**src/rtl/scp_regs.svh**
```systemverilog
// Purpose: Offsets, field positions, reset values and counts of the prescaler
// Assumes: Byte addresses are four times the register index
// Notes: Definitions only
`ifndef SCP_REGS_SVH
`define SCP_REGS_SVH

`define SCP_IDX_DIVSEL 8'h61
`define SCP_IDX_TRIM 8'h62
`define SCP_ADDR_DIVSEL 12'h184
`define SCP_ADDR_TRIM 12'h188
`define SCP_UNLOCK_BIT 7
`define SCP_CODE_MSB 3
`define SCP_CODE_RESET 4'h0
`define SCP_CODE_DIV8 4'h3
`define SCP_CODE_MAX 4'h8
`define SCP_UNLOCK_CYCLES 3'h4
`define SCP_TRIM_DEFAULT 8'h80

`endif

```
**src/rtl/scp_pkg.sv**
```systemverilog
// Purpose: Types of the system clock prescaler
// Assumes: Nothing
// Notes: Constants live in scp_regs.svh
package scp_pkg;
  typedef struct packed {
    logic [11:0] paddr;
    logic pwrite;
    logic [31:0] pwdata;
  } scp_apb_req_t;

  typedef enum logic [1:0] {
    SCP_RUN,
    SCP_WAIT_OLD,
    SCP_WAIT_NEW
  } scp_sw_state_t;
endpackage : scp_pkg

```
**src/rtl/scp_ripple_div.sv**
```systemverilog
// Purpose: Free running divide counter on the undivided clock
// Assumes: One clock; count state is internal only
// Notes: Terminal pulse per power of two
`timescale 1ns/1ps
`default_nettype none
module scp_ripple_div #(
  parameter int STAGES = 8
) (
  // Clock and reset
  input wire logic core_clk,
  input wire logic reset_n,
  // Terminal count per stage, one-cycle pulses; tick[0] held high
  output logic [STAGES:0] tick
);
  logic [STAGES-1:0] count;

  // Counter runs on the undivided source clock
  always_ff @(posedge core_clk or negedge reset_n) begin
    if (!reset_n) begin
      count <= '0;
    end else begin
      count <= count + 1'b1;
    end
  end

  assign tick[0] = 1'b1;
  genvar g;
  generate
    for (g = 1; g <= STAGES; g++) begin : g_tick
      assign tick[g] = &count[g-1:0];
    end
  endgenerate
endmodule : scp_ripple_div
`default_nettype wire

```
**src/rtl/scp_apb_slave.sv**
```systemverilog
// Purpose: APB slave front end, zero wait state
// Assumes: Aligned 32-bit words
// Notes: Presents a one-cycle access strobe and the request fields
`timescale 1ns/1ps
`default_nettype none
module scp_apb_slave
  import scp_pkg::*;
(
  // Clock and reset
  input wire logic core_clk,
  input wire logic reset_n,
  // APB
  input wire logic psel,
  input wire logic penable,
  input wire logic pwrite,
  input wire logic [11:0] paddr,
  input wire logic [31:0] pwdata,
  output logic pready,
  output logic pslverr,
  // Decoded access
  output logic access,
  output scp_apb_req_t req
);
  assign pready = 1'b1;
  assign pslverr = 1'b0;
  assign access = psel & penable;
  assign req.paddr = paddr;
  assign req.pwrite = pwrite;
  assign req.pwdata = pwdata;
endmodule : scp_apb_slave
`default_nettype wire

```
**src/rtl/scp_prescaler.sv**
```systemverilog
// Purpose: System clock prescaler with protected select and oscillator trim
// Assumes: 100 MHz core_clk is the undivided source clock
// Notes: Divided clock given as enable sys_clk_en, one-cycle pulses except held high at code 0
//
// Decided for this implementation: the APB slave port.
`timescale 1ns/1ps
`default_nettype none
`include "scp_regs.svh"

module scp_prescaler
  import scp_pkg::*;
#(
  parameter logic [7:0] FACTORY_TRIM = `SCP_TRIM_DEFAULT
) (
  // Clock and reset
  input wire logic core_clk,
  input wire logic reset_n,
  // Fuse and factory value, static pins
  input wire logic startup_divide_by_eight_fuse,
  input wire logic [7:0] factory_trim_value,
  // APB
  input wire logic psel,
  input wire logic penable,
  input wire logic pwrite,
  input wire logic [11:0] paddr,
  input wire logic [31:0] pwdata,
  output logic pready,
  output logic pslverr,
  output logic [31:0] prdata,
  // Clock enables and trim
  output logic sys_clk_en,
  output logic [3:0] active_division_code,
  output logic [7:0] rc_oscillator_trim
);
  localparam int STAGES = 8;

  scp_apb_req_t req;
  logic access;
  logic pready_c;
  logic pslverr_c;
  logic [STAGES:0] tick;
  logic fuse_s1, fuse_s2;
  logic [7:0] ftrim_s1, ftrim_s2;
  logic [1:0] strap_count;
  logic strap_done;
  logic divider_change_unlock;
  logic [2:0] unlock_count;
  logic [3:0] division_code;
  logic [3:0] run_code;
  logic [3:0] pend_code;
  logic pend;
  logic [1:0] edges_left;
  scp_sw_state_t sw_state;
  logic en_c;
  logic wr_div, wr_trim, rd_c;
  logic code_wr;
  logic [31:0] next_prdata;

  function automatic logic [STAGES:0] code_mask(input logic [3:0] c);
    code_mask = '0;
    if (c <= `SCP_CODE_MAX) begin
      code_mask[c] = 1'b1;
    end
  endfunction : code_mask

  // Start-up code picked by the fuse
  function automatic logic [3:0] strap_code(input logic fuse);
    strap_code = fuse ? `SCP_CODE_DIV8 : `SCP_CODE_RESET;
  endfunction : strap_code

  // Unlock word: unlock bit one, bits 6:0 zero, bits 31:8 ignored
  function automatic logic is_unlock_word(input logic [31:0] d);
    is_unlock_word = (d[7:0] == 8'h80);
  endfunction : is_unlock_word

  // Code word: unlock bit written as zero
  function automatic logic is_code_word(input logic [31:0] d);
    is_code_word = ~d[`SCP_UNLOCK_BIT];
  endfunction : is_code_word

  scp_apb_slave u_apb (
    .core_clk(core_clk),
    .reset_n(reset_n),
    .psel(psel),
    .penable(penable),
    .pwrite(pwrite),
    .paddr(paddr),
    .pwdata(pwdata),
    .pready(pready_c),
    .pslverr(pslverr_c),
    .access(access),
    .req(req)
  );

  scp_ripple_div #(.STAGES(STAGES)) u_div (
    .core_clk(core_clk),
    .reset_n(reset_n),
    .tick(tick)
  );

  assign wr_div = access & req.pwrite & (req.paddr == `SCP_ADDR_DIVSEL);
  assign wr_trim = access & req.pwrite & (req.paddr == `SCP_ADDR_TRIM);
  assign rd_c = psel & ~penable & ~pwrite;
  assign code_wr = wr_div & divider_change_unlock & is_code_word(req.pwdata);

  // Enable from ticks; reserved codes hold the last legal rate
  assign en_c = |(tick & code_mask(run_code));

  // Fuse through two flops
  always_ff @(posedge core_clk or negedge reset_n) begin
    if (!reset_n) begin
      fuse_s1 <= 1'b0;
      fuse_s2 <= 1'b0;
    end else begin
      fuse_s1 <= startup_divide_by_eight_fuse;
      fuse_s2 <= fuse_s1;
    end
  end

  // Factory trim through two flops
  always_ff @(posedge core_clk or negedge reset_n) begin
    if (!reset_n) begin
      ftrim_s1 <= '0;
      ftrim_s2 <= '0;
    end else begin
      ftrim_s1 <= factory_trim_value;
      ftrim_s2 <= ftrim_s1;
    end
  end

  // Edges since release; second flops hold the pins from the third
  always_ff @(posedge core_clk or negedge reset_n) begin
    if (!reset_n) begin
      strap_count <= '0;
    end else if (strap_count != 2'h3) begin
      strap_count <= strap_count + 2'h1;
    end
  end

  // Straps are caught up to the third edge, then left alone
  always_ff @(posedge core_clk or negedge reset_n) begin
    if (!reset_n) begin
      strap_done <= 1'b0;
    end else if (strap_count == 2'h2) begin
      strap_done <= 1'b1;
    end
  end

  // Unlock window; a rewrite while open falls through untouched
  always_ff @(posedge core_clk or negedge reset_n) begin
    if (!reset_n) begin
      divider_change_unlock <= 1'b0;
    end else if (divider_change_unlock) begin
      if (wr_div && is_code_word(req.pwdata)) begin
        divider_change_unlock <= 1'b0;
      end else if (sys_clk_en &&
                   unlock_count == `SCP_UNLOCK_CYCLES - 3'h1) begin
        divider_change_unlock <= 1'b0;
      end
    end else if (wr_div && is_unlock_word(req.pwdata)) begin
      divider_change_unlock <= 1'b1;
    end
  end

  // Divided cycles since the window opened
  always_ff @(posedge core_clk or negedge reset_n) begin
    if (!reset_n) begin
      unlock_count <= '0;
    end else if (!divider_change_unlock) begin
      unlock_count <= '0;
    end else if (sys_clk_en) begin
      unlock_count <= unlock_count + 3'h1;
    end
  end

  // Division code register, read back as written
  always_ff @(posedge core_clk or negedge reset_n) begin
    if (!reset_n) begin
      division_code <= `SCP_CODE_RESET;
    end else if (!strap_done) begin
      division_code <= strap_code(fuse_s2);
    end else if (code_wr) begin
      division_code <= req.pwdata[`SCP_CODE_MSB:0];
    end
  end

  // Code waiting for the switch
  always_ff @(posedge core_clk or negedge reset_n) begin
    if (!reset_n) begin
      pend_code <= `SCP_CODE_RESET;
    end else if (!strap_done) begin
      pend_code <= strap_code(fuse_s2);
    end else if (code_wr) begin
      pend_code <= req.pwdata[`SCP_CODE_MSB:0];
    end
  end

  // A new code wins over the clear in the same cycle
  always_ff @(posedge core_clk or negedge reset_n) begin
    if (!reset_n) begin
      pend <= 1'b0;
    end else if (!strap_done || code_wr) begin
      pend <= 1'b1;
    end else if (sw_state == SCP_WAIT_OLD) begin
      pend <= 1'b0;
    end
  end

  // Switch on an old edge, then let two new edges pass
  always_ff @(posedge core_clk or negedge reset_n) begin
    if (!reset_n) begin
      sw_state <= SCP_RUN;
    end else begin
      unique case (sw_state)
        SCP_RUN: begin
          if (pend) begin
            sw_state <= SCP_WAIT_OLD;
          end
        end
        SCP_WAIT_OLD: begin
          if (en_c) begin
            sw_state <= SCP_WAIT_NEW;
          end
        end
        SCP_WAIT_NEW: begin
          if (en_c && edges_left == 2'h1) begin
            sw_state <= SCP_RUN;
          end
        end
      endcase
    end
  end

  // Rate in force; reserved codes keep the last legal one
  always_ff @(posedge core_clk or negedge reset_n) begin
    if (!reset_n) begin
      run_code <= `SCP_CODE_RESET;
    end else if (sw_state == SCP_WAIT_OLD && en_c &&
                 pend_code <= `SCP_CODE_MAX) begin
      run_code <= pend_code;
    end
  end

  // New-rate edges still to pass before another switch
  always_ff @(posedge core_clk or negedge reset_n) begin
    if (!reset_n) begin
      edges_left <= '0;
    end else if (sw_state == SCP_WAIT_OLD && en_c) begin
      edges_left <= 2'h2;
    end else if (sw_state == SCP_WAIT_NEW && en_c) begin
      edges_left <= edges_left - 2'h1;
    end
  end

  // Trim register
  always_ff @(posedge core_clk or negedge reset_n) begin
    if (!reset_n) begin
      rc_oscillator_trim <= FACTORY_TRIM;
    end else if (!strap_done) begin
      rc_oscillator_trim <= ftrim_s2;
    end else if (wr_trim) begin
      rc_oscillator_trim <= req.pwdata[7:0];
    end
  end

  // Read data, divider register bits 6:4 zero
  always_comb begin
    next_prdata = '0;
    if (paddr == `SCP_ADDR_DIVSEL) begin
      next_prdata[`SCP_UNLOCK_BIT] = divider_change_unlock;
      next_prdata[`SCP_CODE_MSB:0] = division_code;
    end else if (paddr == `SCP_ADDR_TRIM) begin
      next_prdata[7:0] = rc_oscillator_trim;
    end
  end

  // Read data, caught in the setup phase
  always_ff @(posedge core_clk or negedge reset_n) begin
    if (!reset_n) begin
      prdata <= '0;
    end else if (rd_c) begin
      prdata <= next_prdata;
    end
  end

  // Divided clock enable
  always_ff @(posedge core_clk or negedge reset_n) begin
    if (!reset_n) begin
      sys_clk_en <= 1'b0;
    end else begin
      sys_clk_en <= en_c;
    end
  end

  // Code in force, in step with the enable
  always_ff @(posedge core_clk or negedge reset_n) begin
    if (!reset_n) begin
      active_division_code <= `SCP_CODE_RESET;
    end else begin
      active_division_code <= run_code;
    end
  end

  // Ready in the first access cycle
  always_ff @(posedge core_clk or negedge reset_n) begin
    if (!reset_n) begin
      pready <= 1'b0;
    end else begin
      pready <= pready_c & psel & ~penable;
    end
  end

  // No error response
  always_ff @(posedge core_clk or negedge reset_n) begin
    if (!reset_n) begin
      pslverr <= 1'b0;
    end else begin
      pslverr <= pslverr_c;
    end
  end
endmodule : scp_prescaler
`default_nettype wire

```
**config.mk**
```make
export PLATFORM = sky130hd
export DESIGN_NAME = scp_prescaler
export DESIGN_NICKNAME = d
export VERILOG_FILES = /design/src/rtl/scp_pkg.sv /design/src/rtl/scp_ripple_div.sv /design/src/rtl/scp_apb_slave.sv /design/src/rtl/scp_prescaler.sv
export VERILOG_INCLUDE_DIRS = /design/src /design/src/rtl
export SDC_FILE = /design/constraint.sdc
export NUM_CORES = 1
export LEC_CHECK = 0
export ABC_AREA = 1
export BUFFER_PORTS_ARGS = -buffer_cell sky130_fd_sc_hd__buf_2
export CAP_MARGIN = 5
export CORE_UTILIZATION = 45
export DETAILED_ROUTE_END_ITERATION = 10
export GPL_ROUTABILITY_DRIVEN = 0
export PLACE_DENSITY = 0.73
export SETUP_SLACK_MARGIN = 0.2
export SLEW_MARGIN = 15
export SYNTH_ARGS = -nofsm -noshare
export SYNTH_HDL_FRONTEND = slang
export SYNTH_SLANG_ARGS = --single-unit
```
**constraint.sdc**
```tcl
create_clock -name core_clk -period 3.4 [get_ports core_clk]
set_input_delay 0.17 -clock core_clk [delete_from_list [all_inputs] [get_ports core_clk]]
set_output_delay 0.17 -clock core_clk [all_outputs]
set_load 0.1 [all_outputs]
```
# Yosys cells after proc, flatten, opt, wreduce, memory -nomap -nowiden
# Cells that the tools add are included.
dict set report totals {
  reg_bits 68
  latchBits 0
  mem_bits_rw 0
  mem_bits_ro 0
  input_bits 58
  output_inout_bits 47
  word_cells 102
  n_memories 0
}
dict set report op_classes {
  add_sub_neg 4
  mul 0
  div_mod_pow 0
  order_cmp 4
  n_eq_ne 15
  shift 0
  muxes 26
  bitwise_logic 12
  n_reduce_logical 22
}
# op count
set ops {}
lappend ops {{$eq 12x9->1 const B} 2}
lappend ops {{$mux 8} 3}
lappend ops {{$mux 2} 6}
lappend ops {{$mux 4} 3}
lappend ops {{$ne 2x2->1 const B} 5}
lappend ops {{$and 9x9->9} 1}
lappend ops {{$mux 3} 3}
lappend ops {{$mux 9} 1}
lappend ops {{$reduce_or 9->1} 1}
lappend ops {{$add 8x1->8 const B} 1}
lappend ops {{$and 1x1->1} 8}
lappend ops {{$eq 8x8->1 const B} 1}
lappend ops {{$le 4x4->1 const B} 2}
lappend ops {{$logic_and 1x1->1} 8}
lappend ops {{$mux 1} 8}
lappend ops {{$reduce_and 8->1} 1}
lappend ops {{$reduce_and 7->1} 1}
lappend ops {{$pmux 2 s3} 1}
lappend ops {{$reduce_and 3->1} 2}
lappend ops {{$reduce_and 6->1} 1}
lappend ops {{$lt 4x5->1 const B} 1}
lappend ops {{$reduce_and 5->1} 1}
lappend ops {{$demux 1 s4} 1}
lappend ops {{$eq 2x1->1 const B} 2}
lappend ops {{other kinds (14)} 19}

# Logic depth before layout (Yosys ltp)
dict set report depth {
  word_depth 10
  ltp_mapped 12
  mapped_depth_nobuf 12
}

# Modules after synthesis
# From an unflattened synthesis, not the netlist that was laid out.
dict set report hier_totals {
  hier_cells 393
  area_unflattened_um2 3577.2
}
# module n_inst cells_each area_each_um2
set by_module_without_submodules {}
lappend by_module_without_submodules {scp_prescaler 1 296 2800.2}
lappend by_module_without_submodules {scp_ripple_div 1 46 409.1}
lappend by_module_without_submodules {scp_apb_slave 1 51 367.9}

# Worst setup path before layout
# No wires, ideal clock.
dict set report synth_timing {
  path_type {register to register}
  from {reg u_div.count[0]}
  to {reg edges_left[1]}
  setup_ps 124
  arrival_ps 1433
  t_required_ps 3276
  slack_ps 1843
  stages_incl_launch_ff 11
  n_path_buf 0
  path_cell_list {dfrtp_1 -> ha_1 -> ha_1 -> nand3_1 -> nand3_1 -> nand2_1 -> nand3_4 -> nand2_4 -> inv_2 -> nor2_2 -> a21oi_1}
}
dict set report synth_via {
  elab_chain_cells 5
  elab_cells_between_ends 13
  cone_classes {mux: 1; bitwise: 1; reduce/logical: 11}
}
# item line
set synth_rtl {}
lappend synth_rtl {{start: declaration} scp_ripple_div.sv:15} ;# logic [STAGES-1:0] count;
lappend synth_rtl {{start signal: assignment} scp_ripple_div.sv:22} ;# count <= count + 1'b1;
lappend synth_rtl {{$reduce_and 8->1, or another cell as far along} scp_ripple_div.sv:30} ;# assign tick[g] = &count[g-1:0];
lappend synth_rtl {{$and 9x9->9 (*)} scp_prescaler.sv:107} ;# assign en_c = |(tick & code_mask(run_code));
lappend synth_rtl {{$reduce_or 9->1 (*)} scp_prescaler.sv:107}
lappend synth_rtl {{net en_c} scp_prescaler.sv:54} ;# logic en_c;
lappend synth_rtl {{$logic_and 1x1->1, on equally long branches} {scp_prescaler.sv:248, scp_prescaler.sv:250}}
lappend synth_rtl {{$mux 2 or $reduce_bool 2->1 (tied branches)} --}
lappend synth_rtl {{end signal: assignment} scp_prescaler.sv:251} ;# edges_left <= edges_left - 2'h1;
lappend synth_rtl {{end: declaration} scp_prescaler.sv:52} ;# logic [1:0] edges_left;
# The timed path passes the listed nets; every way through them passes the cells marked *.
# A chain may end at the register's enable or synchronous reset.

# Final worst setup path
dict set report layout_timing {
  from {reg u_div.count[0]}
  to {reg sw_state[1]}
}
dict set report layout_via {
  elab_chain_cells 6
  elab_cells_between_ends 13
  cone_classes {eq/ne: 2; bitwise: 1; reduce/logical: 10}
}
# item line
set layout_rtl {}
lappend layout_rtl {{$reduce_and 8->1, or another cell as far along} scp_ripple_div.sv:30}
lappend layout_rtl {{$and 9x9->9 (*)} scp_prescaler.sv:107}
lappend layout_rtl {{$reduce_or 9->1 (*)} scp_prescaler.sv:107}
lappend layout_rtl {{net en_c} scp_prescaler.sv:54}
lappend layout_rtl {{$logic_and 1x1->1} scp_prescaler.sv:226} ;# if (en_c && edges_left == 2'h1) begin
lappend layout_rtl {{$ne 2x2->1 (no line)} --}
lappend layout_rtl {{$reduce_and 3->1 (no line) (*)} --}
lappend layout_rtl {{end signal: assignment} scp_prescaler.sv:217} ;# sw_state <= SCP_WAIT_OLD;
lappend layout_rtl {{end signal: assignment} scp_prescaler.sv:222} ;# sw_state <= SCP_WAIT_NEW;
lappend layout_rtl {{end signal: assignment} scp_prescaler.sv:227} ;# sw_state <= SCP_RUN;
lappend layout_rtl {{end: declaration} scp_prescaler.sv:53} ;# scp_sw_state_t sw_state;
# Marked as above.

==> metrics <==
Syn Std Cell Area=3090 µm²; Overflow after GRT=0; Post-synth top flop=dfrtp_1; Final Hold Fails=0; Final period util=between 50% and 60%; GRT Resource Usage Total=17.1%; max cap viols=0; TritonCTS sink count=68; Sum Neg Setup Slack=0 ps; H-tree levels=3; dpl ws=roughly 1700 ps; first-pass iteration count of the detailed router=7; failing checks=design-rule violations; CTS max path bufs=2; root buf cell=clkbuf_8; most frequent cells in the layout=67 x dfrtp_1, 65 x nand2_1, 55 x buf_2; IO Count=approximately 110; R2R Setup Slk=around 1700 ps; Mapped Cells=about 320; Reg power frac=roughly 43%; PD cells=between 600 and 700 nW/µm²; sequential fraction of the synthesis area=55.2%; total power=0.00226 W; RSZ-0062 raised after global routing=false; die width=roughly 85 µm; TritonCTS Buffers=9; Post-synth EDFFs=0; std cell rows=29; HP Start=psel; initial antenna violation count=0; Seq. cell area=around 1700 µm²; Worst setup SP type=register; Hold Path Stages=3; Total Die Area=just over 7000 µm²; Clk pwr share=a little under a quarter; Compound-Gate Fraction of Synth Area=7.54%; met3 WL=approximately 220 µm; largest family of logic cells by synthesized area=simple AND/OR/NAND/NOR gates; highest routed layer=met4; Avg Synthesized Cell Area=9.70 µm²; flops & latches, synth=68; Async SR Flop Fraction=100%; Synth Area in XOR/XNOR=approximately 1.4%; WL final=between 5000 and 6000 µm; buffers added on ports=between 50 and 60; Filler Cells Inserted=around 590; crit end category=register; fmax=roughly 580 MHz; Layout Nets=460; Ant. Diodes=0; Placed Instances=approximately 450; Internal Pwr Total=roughly 0.0013 W; total leakage power=between 1.5 and 2 nW; post-synthesis mux area share=0%; placed wire-length estimate=around 4100 µm; maximum fanout along the worst path=5; Worst Hold Class=input pin to register; fin. max-slew vios=0; vias=2216; Worst Hold End=pready; Synth Area in Adders=between 4 and 5%; core box area=~6500 µm²; Arr. time, crit path=a little under 2000 ps; switching power share of the total=between 40% and 50%; worst skew pair latency=between 300 and 400 ps; first-pass GRT wire length=around 9400 µm; M1 WL=approximately 2500 µm; Sw Pwr=between 0.0009 and 0.001 W; Final Non-Filler Cells=474; yosys warns=0; Die Y=roughly 85 µm; power share of the combinational group=between 30% and 40%; DR WL met2=about 2600 µm; Worst R2R Path Depth=10; Reg2Reg Capture Point=sw_state[1]; largest net degree at the start of global routing=29; Synth Area in Simple Gates=just over 20%; starting density of the core=47.5%; Iter 0 DRT Violations=~120; status=finished, violations left; layout cells sized above 1=22.2%; drt via density=4.68; pin slew with the least headroom to its limit=~610 ps; Worst R2R Start=u_div.count[0]; Max-slew headroom=59.2%; Post-CTS Resized=0; WS Path Type=register to register; final worst setup slack=1690 ps; WP data required=~3600 ps; Final min period=between 1500 and 2000 ps; post-route clock skew=9.62 ps; # DRC=7; peak supply drop=approximately 0.26 mV; synth unique cells=40; Final setup viols=0; CTS tree=done; area grow syn2layout=17.1%; DR WL/cell=~11 µm; vias in the first global route=around 2100; clk slew on worst S/H paths=around 60 ps; most common cell after layout, fill and taps aside=dfrtp_1; Multi-input gate area=approximately 1100 µm²; post-route ant nets=0
worst max-delay path: stages (launching register included):
cell and delay, ps:
dfrtp_1 390, ha_1 220, nand3_1 200, nor3_2 220
nand2_2 100, nand3_4 130, nand2_1 70, nand2_1 100
nand2_1 80, nand2_1 60, nand2_1 50
power by group through the flow:
stage	registers [W]	logic, W	clock network [W]
floorplan	0.00123	0.000385	0
global placement	0.000974	0.000746	0
detailed placement	0.000978	0.000760	0
CTS	0.000964	0.000770	0.000550
global route	0.000974	0.000827	0.000588
finish	0.000964	0.000765	0.000535
worst max path at each step:
stage                   start            end  slack, ps  depth (start not counted)
5_1_grt        u_div.count[0]    sw_state[0]       1470                         10
4_1_cts        u_div.count[0]    sw_state[0]       1670                         10
6_report       u_div.count[0]    sw_state[1]       1690                         10
3_5_place_dp   u_div.count[0]    sw_state[1]       1690                         10
2_1_floorplan  u_div.count[0]  edges_left[1]       1840                         10
3_3_place_gp   u_div.count[0]    sw_state[1]       1720                         10
stage by stage:
| stage | hold WS, ps | cell area (µm²) | util (%) |
|---|---|---|---|
| 4_1_cts | 40.2 | 3610 | 55.6 |
| 3_5_place_dp | 133 | 3350 | 51.6 |
| 2_1_floorplan | -126 | 3180 | - |
| 6_report | 57.1 | 3610 | 55.6 |
| 5_1_grt | 46.1 | 3610 | 55.6 |
| 3_3_place_gp | 131 | 3350 | 51.6 |
sequential cells by signal, indices dropped and copies added, names as in the netlist, 2 cells and up:
signal                cells
strap_count               2
unlock_count              3
edges_left                2
sw_state                  2
ftrim_s1                  8
prdata                    8
rc_oscillator_trim        8
ftrim_s2                  8
pend_code                 4
u_div.count               8
run_code                  4
active_division_code      4
what timing repair did:
action                                 4_1_cts  5_1_grt
setup buffers                                0        0
endpoints found under the hold margin       28        0
hold buffers                                11        0
area by class of cell:
class / count / share of cell area (%)
repair buffers: 68 / 11.1
multi-input cells: 207 / 31.0
clock buffers: 15 / 4.05
inverters: 38 / 3.95
clock inverters: 1 / 0.139
flip-flops and latches: 68 / 47.1
well taps: 77 / 2.67
cells in the mapped netlist, types with 2 or more instances:
library cell / instances / area [µm²]
inv_2: 3 / 11.3
a21oi_1: 9 / 45.0
dfrtp_1: 67 / 1680
xor2_1: 3 / 26.3
nand3_4: 2 / 35.0
o21ai_0: 6 / 30.0
or2_2: 2 / 12.5
a31oi_1: 8 / 50.1
nand3b_1: 2 / 15.0
buf_4: 25 / 188
nor3_1: 4 / 20.0
nand2_1: 65 / 244
a22oi_1: 5 / 37.5
o21ai_1: 5 / 25.0
nor2_1: 22 / 82.6
inv_1: 34 / 128
nor4_1: 2 / 12.5
ha_1: 10 / 125
nand3_1: 17 / 85.1
xnor2_1: 2 / 17.5
nor2_2: 3 / 18.8
nand2_2: 4 / 25.0
layer usage:
metal	up-vias	global-route usage [%]
met5	-	0
met4	0	7.40
met3	10	5.41
met2	52	27.1
met1	1045	21.8
li1	1109	-
kinds of logic (layout without fill, tap and decap cells):
| kind of cell | Yosys count | count (layout) |
|---|---|---|
| flip-flops | 68 | 68 |
| other | 1 | 25 |
| adder cells (fa/ha/maj) | 10 | 10 |
| AND/OR/NAND/NOR | 129 | 129 |
| AO/OA/AOI/OAI | 38 | 38 |
| buffers and inverters | 67 | 122 |
| XOR/XNOR | 5 | 5 |
Power figures use the tool's default switching activity.
